[src/design/cbsp_pkg.sv]
package cbsp_pkg;
  // special-function addresses owned by this block
  localparam logic [7:0] SFR_SP = 8'h81;
  localparam logic [7:0] SFR_PAGE = 8'h84;
  localparam logic [7:0] SFR_SECOND = 8'h85;
  localparam logic [7:0] SFR_THIRD = 8'h86;
  localparam logic [7:0] SFR_PGCTL = 8'h96;
  localparam logic [7:0] SFR_BANKSEL = 8'hb1;
  // port registers visible on every page
  localparam logic [7:0] SFR_PORT0 = 8'h80;
  localparam logic [7:0] SFR_PORT1 = 8'h90;
  localparam logic [7:0] SFR_PORT2 = 8'ha0;
  localparam logic [7:0] SFR_PORT3 = 8'hb0;
  // populated pages
  localparam logic [7:0] PAGE_0 = 8'h00;
  localparam logic [7:0] PAGE_3 = 8'h03;
  localparam logic [7:0] PAGE_F = 8'h0f;
  // reset values
  localparam logic [7:0] RST_SP = 8'h07;
  localparam logic [7:0] RST_BANKSEL = 8'h11;
  localparam logic [7:0] RST_PAGE = 8'h00;
  localparam logic RST_AUTO = 1'b1;
  // field layout of the bank-select and page control registers
  localparam logic [7:0] BANKSEL_MASK = 8'h33;
  localparam int CO_LSB = 4;
  localparam int IF_LSB = 0;
  localparam int PGCTL_EN_BIT = 0;
  // program space: address bit 15 marks the banked upper half
  localparam int UPPER_BIT = 15;
  // data space
  localparam int SPLIT_BIT = 7;
  localparam logic [7:0] BIT_BASE = 8'h20;
  localparam int RAM_BYTES = 256;
  // debug stack record depth in bits
  localparam int REC_DEPTH = 32;

  typedef enum logic [1:0] {
    CBSP_TGT_LOW = 2'b00,
    CBSP_TGT_UPPER = 2'b01,
    CBSP_TGT_SFR = 2'b10
  } cbsp_tgt_t;
endpackage : cbsp_pkg

[src/design/cbsp_pstk_if.sv]
`timescale 1ns/100ps
interface cbsp_pstk_if;
  logic push;
  logic pop;
  logic wr_page;
  logic wr_second;
  logic wr_third;
  logic [7:0] new_page;
  logic [7:0] wdata;
  logic [7:0] page;
  logic [7:0] second;
  logic [7:0] third;
  modport ctrl (output push, pop, wr_page, wr_second, wr_third, new_page, wdata,
    input page, second, third);
  modport stk (input push, pop, wr_page, wr_second, wr_third, new_page, wdata,
    output page, second, third);
endinterface : cbsp_pstk_if

[src/design/cbsp_page_stack.sv]
`timescale 1ns/100ps
module cbsp_page_stack (
  input wire logic clk_sys,
  input wire logic rst,
  cbsp_pstk_if.stk ps
);
  // hardware push/pop beats a software write in the same cycle
  always_ff @(posedge clk_sys) begin
    if (rst) begin
      ps.page <= cbsp_pkg::RST_PAGE;
      ps.second <= cbsp_pkg::RST_PAGE;
      ps.third <= cbsp_pkg::RST_PAGE;
    end else if (ps.push) begin
      ps.page <= ps.new_page;
      ps.second <= ps.page;
      ps.third <= ps.second;
    end else if (ps.pop) begin
      ps.page <= ps.second;
      ps.second <= ps.third;
      ps.third <= cbsp_pkg::RST_PAGE;
    end else begin
      // plain stores, no push or pop
      if (ps.wr_page) begin
        ps.page <= ps.wdata;
      end
      if (ps.wr_second) begin
        ps.second <= ps.wdata;
      end
      if (ps.wr_third) begin
        ps.third <= ps.wdata;
      end
    end
  end
endmodule : cbsp_page_stack

[src/design/cbsp_top.sv]
`timescale 1ns/100ps
// Functional notes
// upper-half constant reads go to the bank in the constant-bank field
// scratchpad constant accesses ignore the constant-bank field
// upper-half fetches go to the bank in the fetch-bank field
// fetch-bank field changes only from code running in bank 0
// program addresses below 0x8000 always map to bank 0
// 256 bytes of RAM; lower 128 reached directly and indirectly
// above 0x7f: direct goes to special space, indirect to upper RAM
// 0x00-0x1f are four register banks picked by status bits 3 and 4
// bit addresses 0x00-0x7f map onto bytes 0x20-0x2f
// stack pointer at 0x81; push writes pointer plus one then increments
// stack pointer resets to 0x07
// 32-bit record: push/inc one bit in, call two, pop/dec one, return two
// record overflow and underflow are flagged to debug at speed
// special registers at addresses ending 0x0 or 0x8 are bit-accessible
// special space decoded per page byte; pages 0-3 and F exist
// interrupt entry pushes page stack and loads the interrupting page
// interrupt return pops page stack; third byte refills with zero
// software writes to stack bytes never push or pop
// automatic paging enable resets set, cleared only by software
// port and paging registers are reachable on every page
// software must avoid unoccupied special addresses
// page byte at 0x84 and second byte at 0x85, all pages, reset zero
// with automatic paging off, entry leaves the current page alone
// a push overwrites whatever software put in the third byte
// reserved bank-select bits read zero and ignore writes
module cbsp_top #(
  parameter int REC_W = cbsp_pkg::REC_DEPTH
) (
  input wire logic clk_sys,
  input wire logic rst,
  input wire logic [15:0] fetch_addr,
  input wire logic [15:0] const_addr,
  input wire logic const_scratch,
  output logic [16:0] fetch_flash,
  output logic [16:0] const_flash,
  input wire logic [15:0] exec_pc,
  input wire logic [7:0] data_addr,
  input wire logic data_indirect,
  input wire logic data_rd,
  input wire logic data_wr,
  input wire logic [7:0] data_wdata,
  output logic [7:0] data_rdata,
  output logic data_rvalid,
  output cbsp_pkg::cbsp_tgt_t data_target,
  output logic sfr_ext_sel,
  output logic sfr_common,
  output logic sfr_page_ok,
  output logic sfr_bit_ok,
  output logic [7:0] current_page_byte,
  input wire logic [7:0] program_status_word,
  input wire logic [2:0] reg_num,
  output logic [7:0] reg_ram_addr,
  input wire logic [7:0] bit_addr,
  output logic [7:0] bit_byte,
  output logic [2:0] bit_pos,
  output logic bit_in_sfr,
  input wire logic stk_push,
  input wire logic stk_call,
  input wire logic stk_pop,
  input wire logic stk_ret,
  output logic [7:0] stack_pointer,
  output logic [7:0] stk_wr_addr,
  input wire logic int_entry,
  input wire logic [7:0] int_page,
  input wire logic int_return,
  output logic dbg_ovf,
  output logic dbg_unf,
  output logic [REC_W-1:0] dbg_record
);
  localparam int DW = $clog2(REC_W + 1);

  // map a 16-bit program address onto the 17-bit flash
  function automatic logic [16:0] bank_map(input logic [15:0] addr,
                                           input logic [1:0] bank);
    logic [1:0] sel;
    sel = addr[cbsp_pkg::UPPER_BIT] ? bank : 2'h0;
    return {sel, addr[14:0]};
  endfunction : bank_map

  function automatic logic is_addr(input logic [7:0] a, input logic [7:0] b);
    return a == b;
  endfunction : is_addr

  logic [7:0] code_bank_select;
  logic auto_page_enable;
  logic [7:0] ram [cbsp_pkg::RAM_BYTES];
  logic [DW-1:0] rec_depth;
  logic [REC_W-1:0] rec_bits;
  logic [7:0] next_sp;
  logic [DW-1:0] next_depth;
  logic [REC_W-1:0] next_rec;

  cbsp_pstk_if pstk ();

  cbsp_page_stack u_stack (
    .clk_sys(clk_sys),
    .rst(rst),
    .ps(pstk.stk)
  );

  // program space
  wire [1:0] constant_bank_field = code_bank_select[cbsp_pkg::CO_LSB +: 2];
  wire [1:0] fetch_bank_field = code_bank_select[cbsp_pkg::IF_LSB +: 2];
  assign fetch_flash = bank_map(fetch_addr, fetch_bank_field);
  // scratchpad sits outside the banked window
  assign const_flash = const_scratch ? {1'b0, const_addr}
                     : bank_map(const_addr, constant_bank_field);
  wire exec_in_bank0 = !exec_pc[cbsp_pkg::UPPER_BIT] || fetch_bank_field == 2'h0;

  // data space
  wire above_split = data_addr[cbsp_pkg::SPLIT_BIT];
  assign data_target = !above_split ? cbsp_pkg::CBSP_TGT_LOW
                     : data_indirect ? cbsp_pkg::CBSP_TGT_UPPER
                     : cbsp_pkg::CBSP_TGT_SFR;
  wire tgt_sfr = data_target == cbsp_pkg::CBSP_TGT_SFR;
  wire [7:0] page = pstk.page;
  assign current_page_byte = page;
  wire addr_all_pages = is_addr(data_addr, cbsp_pkg::SFR_PORT0)
                      || is_addr(data_addr, cbsp_pkg::SFR_PORT1)
                      || is_addr(data_addr, cbsp_pkg::SFR_PORT2)
                      || is_addr(data_addr, cbsp_pkg::SFR_PORT3)
                      || is_addr(data_addr, cbsp_pkg::SFR_SP)
                      || is_addr(data_addr, cbsp_pkg::SFR_PAGE)
                      || is_addr(data_addr, cbsp_pkg::SFR_SECOND)
                      || is_addr(data_addr, cbsp_pkg::SFR_THIRD)
                      || is_addr(data_addr, cbsp_pkg::SFR_BANKSEL);
  assign sfr_common = tgt_sfr && addr_all_pages;
  wire page_populated = page <= cbsp_pkg::PAGE_3 || page == cbsp_pkg::PAGE_F;
  assign sfr_page_ok = tgt_sfr && (addr_all_pages || page_populated);
  assign sfr_bit_ok = tgt_sfr && data_addr[2:0] == 3'h0;
  // page control lives only on page F
  wire hit_pgctl = is_addr(data_addr, cbsp_pkg::SFR_PGCTL) && page == cbsp_pkg::PAGE_F;
  wire own_hit = tgt_sfr && (hit_pgctl || (addr_all_pages
               && !is_addr(data_addr, cbsp_pkg::SFR_PORT0)
               && !is_addr(data_addr, cbsp_pkg::SFR_PORT1)
               && !is_addr(data_addr, cbsp_pkg::SFR_PORT2)
               && !is_addr(data_addr, cbsp_pkg::SFR_PORT3)));
  // other special registers belong to peripherals outside
  assign sfr_ext_sel = tgt_sfr && (data_rd || data_wr) && !own_hit;
  wire own_wr = data_wr && own_hit;
  wire ram_acc = !tgt_sfr;

  // register banks and bit area
  assign reg_ram_addr = {3'h0, program_status_word[4:3], reg_num};
  assign bit_in_sfr = bit_addr[7];
  assign bit_byte = bit_addr[7] ? {bit_addr[7:3], 3'h0}
                  : cbsp_pkg::BIT_BASE + {4'h0, bit_addr[6:3]};
  assign bit_pos = bit_addr[2:0];

  // bank select register
  wire wr_banksel = own_wr && is_addr(data_addr, cbsp_pkg::SFR_BANKSEL);
  wire [7:0] keep_mask = exec_in_bank0 ? 8'h00 : 8'h03;
  wire [7:0] banksel_new = ((data_wdata & ~keep_mask) | (code_bank_select & keep_mask))
                         & cbsp_pkg::BANKSEL_MASK;
  always_ff @(posedge clk_sys) begin
    if (rst) begin
      code_bank_select <= cbsp_pkg::RST_BANKSEL;
    end else if (wr_banksel) begin
      code_bank_select <= banksel_new;
    end
  end

  // automatic paging enable
  wire wr_pgctl = own_wr && hit_pgctl;
  always_ff @(posedge clk_sys) begin
    if (rst) begin
      auto_page_enable <= cbsp_pkg::RST_AUTO;
    end else if (wr_pgctl) begin
      auto_page_enable <= data_wdata[cbsp_pkg::PGCTL_EN_BIT];
    end
  end

  // page stack control; with paging off interrupts neither push nor pop the stack
  assign pstk.push = int_entry && auto_page_enable;
  assign pstk.pop = int_return && auto_page_enable;
  assign pstk.new_page = int_page;
  assign pstk.wdata = data_wdata;
  assign pstk.wr_page = own_wr && is_addr(data_addr, cbsp_pkg::SFR_PAGE);
  assign pstk.wr_second = own_wr && is_addr(data_addr, cbsp_pkg::SFR_SECOND);
  assign pstk.wr_third = own_wr && is_addr(data_addr, cbsp_pkg::SFR_THIRD);

  // stack pointer
  wire wr_sp = own_wr && is_addr(data_addr, cbsp_pkg::SFR_SP);
  wire sp_inc = wr_sp && data_wdata == 8'(stack_pointer + 8'h01);
  wire sp_dec = wr_sp && data_wdata == 8'(stack_pointer - 8'h01);
  assign stk_wr_addr = 8'(stack_pointer + 8'h01);
  always_comb begin
    next_sp = stack_pointer;
    if (stk_call) begin
      next_sp = 8'(stack_pointer + 8'h02);
    end else if (stk_push) begin
      next_sp = 8'(stack_pointer + 8'h01);
    end else if (stk_ret) begin
      next_sp = 8'(stack_pointer - 8'h02);
    end else if (stk_pop) begin
      next_sp = 8'(stack_pointer - 8'h01);
    end else if (wr_sp) begin
      next_sp = data_wdata;
    end
  end
  always_ff @(posedge clk_sys) begin
    if (rst) begin
      stack_pointer <= cbsp_pkg::RST_SP;
    end else begin
      stack_pointer <= next_sp;
    end
  end

  // debug stack record; bits shifted out past the top are lost
  wire [1:0] rec_in = stk_call ? 2'h2 : (stk_push || sp_inc) ? 2'h1 : 2'h0;
  wire [1:0] rec_out = (rec_in != 2'h0) ? 2'h0
                     : stk_ret ? 2'h2 : (stk_pop || sp_dec) ? 2'h1 : 2'h0;
  wire [DW:0] depth_sum = {1'b0, rec_depth} + (DW+1)'(rec_in);
  wire rec_ovf = rec_in != 2'h0 && depth_sum > (DW+1)'(REC_W);
  wire rec_unf = rec_out != 2'h0 && rec_depth < DW'(rec_out);
  always_comb begin
    next_depth = rec_depth;
    next_rec = rec_bits;
    if (rec_in == 2'h2) begin
      next_rec = {rec_bits[REC_W-3:0], 2'h3};
    end else if (rec_in == 2'h1) begin
      next_rec = {rec_bits[REC_W-2:0], 1'b0};
    end else if (rec_out == 2'h2) begin
      next_rec = {2'h0, rec_bits[REC_W-1:2]};
    end else if (rec_out == 2'h1) begin
      next_rec = {1'b0, rec_bits[REC_W-1:1]};
    end
    if (rec_ovf) begin
      next_depth = DW'(REC_W);
    end else if (rec_unf) begin
      next_depth = '0;
    end else if (rec_in != 2'h0) begin
      next_depth = depth_sum[DW-1:0];
    end else begin
      next_depth = DW'(rec_depth - DW'(rec_out));
    end
  end
  always_ff @(posedge clk_sys) begin
    if (rst) begin
      rec_depth <= '0;
      rec_bits <= '0;
      dbg_ovf <= 1'b0;
      dbg_unf <= 1'b0;
    end else begin
      rec_depth <= next_depth;
      rec_bits <= next_rec;
      dbg_ovf <= rec_ovf;
      dbg_unf <= rec_unf;
    end
  end
  assign dbg_record = rec_bits;

  // data RAM: one flat array; the upper half only through indirect access
  always_ff @(posedge clk_sys) begin
    if (data_wr && ram_acc) begin
      ram[data_addr] <= data_wdata;
    end
  end

  // read answer one cycle after the request
  wire [7:0] own_rdata =
      is_addr(data_addr, cbsp_pkg::SFR_SP) ? stack_pointer
    : is_addr(data_addr, cbsp_pkg::SFR_PAGE) ? pstk.page
    : is_addr(data_addr, cbsp_pkg::SFR_SECOND) ? pstk.second
    : is_addr(data_addr, cbsp_pkg::SFR_THIRD) ? pstk.third
    : is_addr(data_addr, cbsp_pkg::SFR_BANKSEL) ? (code_bank_select & cbsp_pkg::BANKSEL_MASK)
    : {7'h0, auto_page_enable};
  wire rd_take = data_rd && (ram_acc || own_hit);
  always_ff @(posedge clk_sys) begin
    if (rst) begin
      data_rdata <= 8'h00;
      data_rvalid <= 1'b0;
    end else begin
      data_rvalid <= rd_take;
      if (rd_take) begin
        data_rdata <= ram_acc ? ram[data_addr] : own_rdata;
      end
    end
  end
endmodule : cbsp_top

[config.mk]
export PLATFORM = sky130hd
export DESIGN_NAME = cbsp_top
export DESIGN_NICKNAME = d
export VERILOG_FILES = /design/src/design/cbsp_pkg.sv /design/src/design/cbsp_pstk_if.sv /design/src/design/cbsp_page_stack.sv /design/src/design/cbsp_top.sv
export SDC_FILE = /design/constraint.sdc
export NUM_CORES = 2
export LEC_CHECK = 0
export BUFFER_PORTS_ARGS = -buffer_cell sky130_fd_sc_hd__clkbuf_2
export CORE_MARGIN = 8
export CORE_UTILIZATION = 40
export DETAILED_ROUTE_END_ITERATION = 6
export PLACE_DENSITY = 0.56
export SLEW_MARGIN = 20
export SYNTH_ARGS = -nofsm -noshare
export SYNTH_HDL_FRONTEND = slang
export SYNTH_SLANG_ARGS = --single-unit
[constraint.sdc]
create_clock -name clk_sys -period 6.2 [get_ports clk_sys]
set_input_delay 0.62 -clock clk_sys [delete_from_list [all_inputs] [get_ports clk_sys]]
set_output_delay 0.62 -clock clk_sys [all_outputs]
set_load 0.02 [all_outputs]
==> impl_metrics.ini <==
[pwr]
powerDensity_nw_per_um2 = 315
power_frac_seq_pct = 52.3
p_sw_mw = 6.91
p_leak_nw = 30.2
vdd_drop_max_mv = 0.239
p_int_mw = 23.5
pwr-share-clk_pct = 41.5
swShare_pct = 22.7
comb_power_share_pct = 6.2

[timing]
holdWs_ns = 0.104
fin_skew_ns = 0.0510
fin_crit_sh_pct = 80.8
period_minus_slack_ns = 5.01
drv_slew = 0
fmax_ghz = 0.200
rsz0062_at_grt = false
fin_tns_setup_ns = 0
slew_headroom_pct = 16.2
final_hold_viol_count = 0
finalSetupViolCount = 0
tightestPinTransition_ns = 1.25

[grt]
grt_max_degree = 170
grt_pass1_vias = 44700
gr-total-overflow = 0
grt_first_pass_wirelength_um = 339000
grt_usage_pct = 20.3
antenna_found_initial = 7

[floorplanning]
design.die.area_um2 = 230000
die_w_um = 479
start_util_pct = 40.1
ios = 230
placementRows = 170
coreArea_um2 = 214000
die_h_um = 479

[clocking]
root_buffer = clkbuf_16
holdBufCountCts = 0
cts_tree = yes
cts.clk_slew.worst_paths_ns = 0.06
cts_buffers = 214
cts_resized = 0
clock_path_buffers = 3
clock_sinks = 2134
cts_max_level = 4
clock_latency_ns = 0.87
cts_setup_buffers = 0

[worst_setup_path]
start_kind = register
crit_fanout = 12
required_ns = 6.94
critPathKind = register to register
worstPathArrival_ns = 5.75
worstSetupEndpointType = register
reg2reg_slack_ns = 1.19

[route]
drt-pass1-iter-count = 6
route.detailed.drc = 0
num_vias = 44500
first_iter_violations = 5555
drt.antenna.violating_nets = 0
vias_per_cell = 5.87
wl_per_cell_um = 31.4
finalWirelength_um = 238000

[cells_and_area]
regArea_um2 = 63200
syn_to_final_growth_pct = 12.7
n_fill_cell = 18300
drive_gt1_share_pct = 24.9
fin_nets = 4685
multi_input_area_um2 = 20900

[placement]
io_buffer_count = 129
hpwl_um = 150000
place.gp.congestion = 0.860

[logic_synthesis]
synthCells = 4390
syn_area_um2 = 85900
ys_ff_latch = 2134
synthArstFlopShare_pct = 0
synth_edf_count = 2048
ys_types = 80
syn_area_per_cell_um2 = 19.6
synthFlopType = edfxtp_1
ys_warn_count = 0
seq_area_frac_synth_pct = 73.6

[status]
status = complete, no violations

[hold_path]
hp-class = primary input to register

[run]
cap_violations = 0
-- cells in the mapped netlist (15+ instances only) --
master | instances | area, µm²
buf_6 | 25 | 282
nand4_1 | 15 | 93.8
nand3_1 | 37 | 185
nor4_1 | 16 | 100
a21oi_1 | 78 | 390
a22oi_1 | 44 | 330
inv_1 | 35 | 131
edfxtp_1 | 2048 | 61500
nor2b_1 | 20 | 125
o21ai_0 | 49 | 245
a221oi_1 | 22 | 193
and2_1 | 18 | 113
o32ai_1 | 16 | 140
xnor2_1 | 15 | 131
mux2i_1 | 143 | 1430
clkbuf_1 | 131 | 492
buf_2 | 70 | 350
nor2_1 | 396 | 1490
dfxtp_1 | 86 | 1720
buf_1 | 24 | 90.1
a22o_1 | 17 | 149
buf_4 | 72 | 541
a311o_1 | 24 | 240
o22ai_1 | 27 | 169
a211oi_1 | 44 | 330
mux4_2 | 559 | 12600
nor3_1 | 35 | 175
nand2_1 | 137 | 514
-- path summary, 6_finish.rpt --
check	from	to	cells past startpoint
worst max register to register	stack_pointer[1]	rec_depth[2]	17
worst min register to register	u_stack.ps.third[6]	u_stack.ps.third[6]	2
worst max-delay path	stack_pointer[1]	rec_depth[2]	17
worst min-delay path	data_wdata[3]	ram[118][3]	1
-- critical path, cell delays in order, from the launching register on --
cell and delay [ns]:
dfxtp_1 0.66, inv_1 0.22, ha_1 0.39, xnor2_1 0.22, nand3_1 0.13, nor4_2 0.28
buf_4 0.18, a41oi_4 0.12, or2_2 0.39, inv_1 0.14, ha_1 0.20, fa_1 0.43
or2_2 0.34, o41a_1 0.42, o21a_1 0.17, o22ai_1 0.18, nand3b_1 0.22, nor3b_1 0.23
-- routing by layer --
layer | vias up | GRT usage, % | part of all wire (%)
li1 | 18400 | - | -
met1 | 23900 | 29.3 | 43
met5 | - | 0.0210 | 0.0029
met3 | 395 | 4.70 | 8.4
met4 | 2 | 6.43 | 3.4
met2 | 1852 | 30.8 | 45
-- area by class of cell --
type                            count  share of cell area, %
Clock buffer                      258                   5.72
Antenna cell                        2                0.00517
Multi-Input combinational cell   1899                   21.6
Inverter                           37                  0.144
Tap cell                         2838                   3.67
Sequential cell                  2134                   65.4
Clock inverter                    140                   1.30
Timing Repair Buffer              283                   2.20
-- flip-flops by register name (all words and copies together) (netlist names), named ones only --
signal	cells
data_rvalid	1
u_stack.ps.third	8
rec_depth	6
dbg_unf	1
stack_pointer	8
auto_page_enable	1
data_rdata	8
code_bank_select	2
ram	2048
u_stack.ps.second	8
dbg_ovf	1
u_stack.ps.page	8
dbg_record	32
-- power groups by stage --
stage | clock network [mW] | logic, mW | registers, mW
floorplan | 0 | 1.05 | 16.2
global placement | 0 | 1.87 | 16.2
detailed placement | 0 | 1.89 | 16.2
CTS | 12.8 | 1.90 | 15.9
global route | 13.4 | 1.99 | 15.9
finish | 12.6 | 1.89 | 15.9
-- logic make-up (layout without fill, tap and decap cells) --
group                      after synthesis  after routing  share of synthesized area, %
DFF                                   2134           2134                          73.6
and+or+nand+nor                        749            749                          3.89
muxes                                  716            716                          16.5
AOI/OAI and AO/OA                      394            394                          3.27
buffers and inverters                  359            718                          2.20
xor gates and xnor gates                24             24                         0.277
adders and majority gates               13             13                         0.207
other                                    1              5                       0.00437
-- stage by stage --
step	power (mW)	setup WS [ns]	instance area [µm²]	utilization (%)	std cells
2_1_floorplan	17.3	1.53	85900	-	4392
3_3_place_gp	18.1	1.10	89900	42.0	7191
3_5_place_dp	18.1	1.04	89900	42.0	7191
4_1_cts	30.7	1.21	96700	45.2	7589
5_1_grt	31.3	0.841	96700	45.2	7589
6_report	30.4	1.19	96700	45.2	7591
-- placed cells by master, fill, tap and decap left out, types with 8 or more instances in the layout --
master	instances
ha_1	10
mux2_2	14
clkbuf_16	214
a221oi_1	22
a311o_1	24
nand4_1	15
nor3_1	35
nand2_1	126
o22ai_1	27
nand3_1	37
inv_1	35
nor3b_1	12
o32ai_1	16
clkbuf_2	117
bufinv_16	16
mux2i_1	143
o21ai_0	49
nor4_1	15
nand2_2	11
nor2b_1	18
a211oi_1	43
buf_12	17
clkbuf_1	43
a22o_1	17
nor2_1	394
xnor2_1	15
a22oi_1	44
and2_1	17
edfxtp_1	2048
nand3b_1	8
nand2b_1	14
a21oi_1	78
dfxtp_1	86
clkinv_2	37
clkinv_1	69
mux4_2	559
buf_4	137
(Power assumes the default switching activity.)
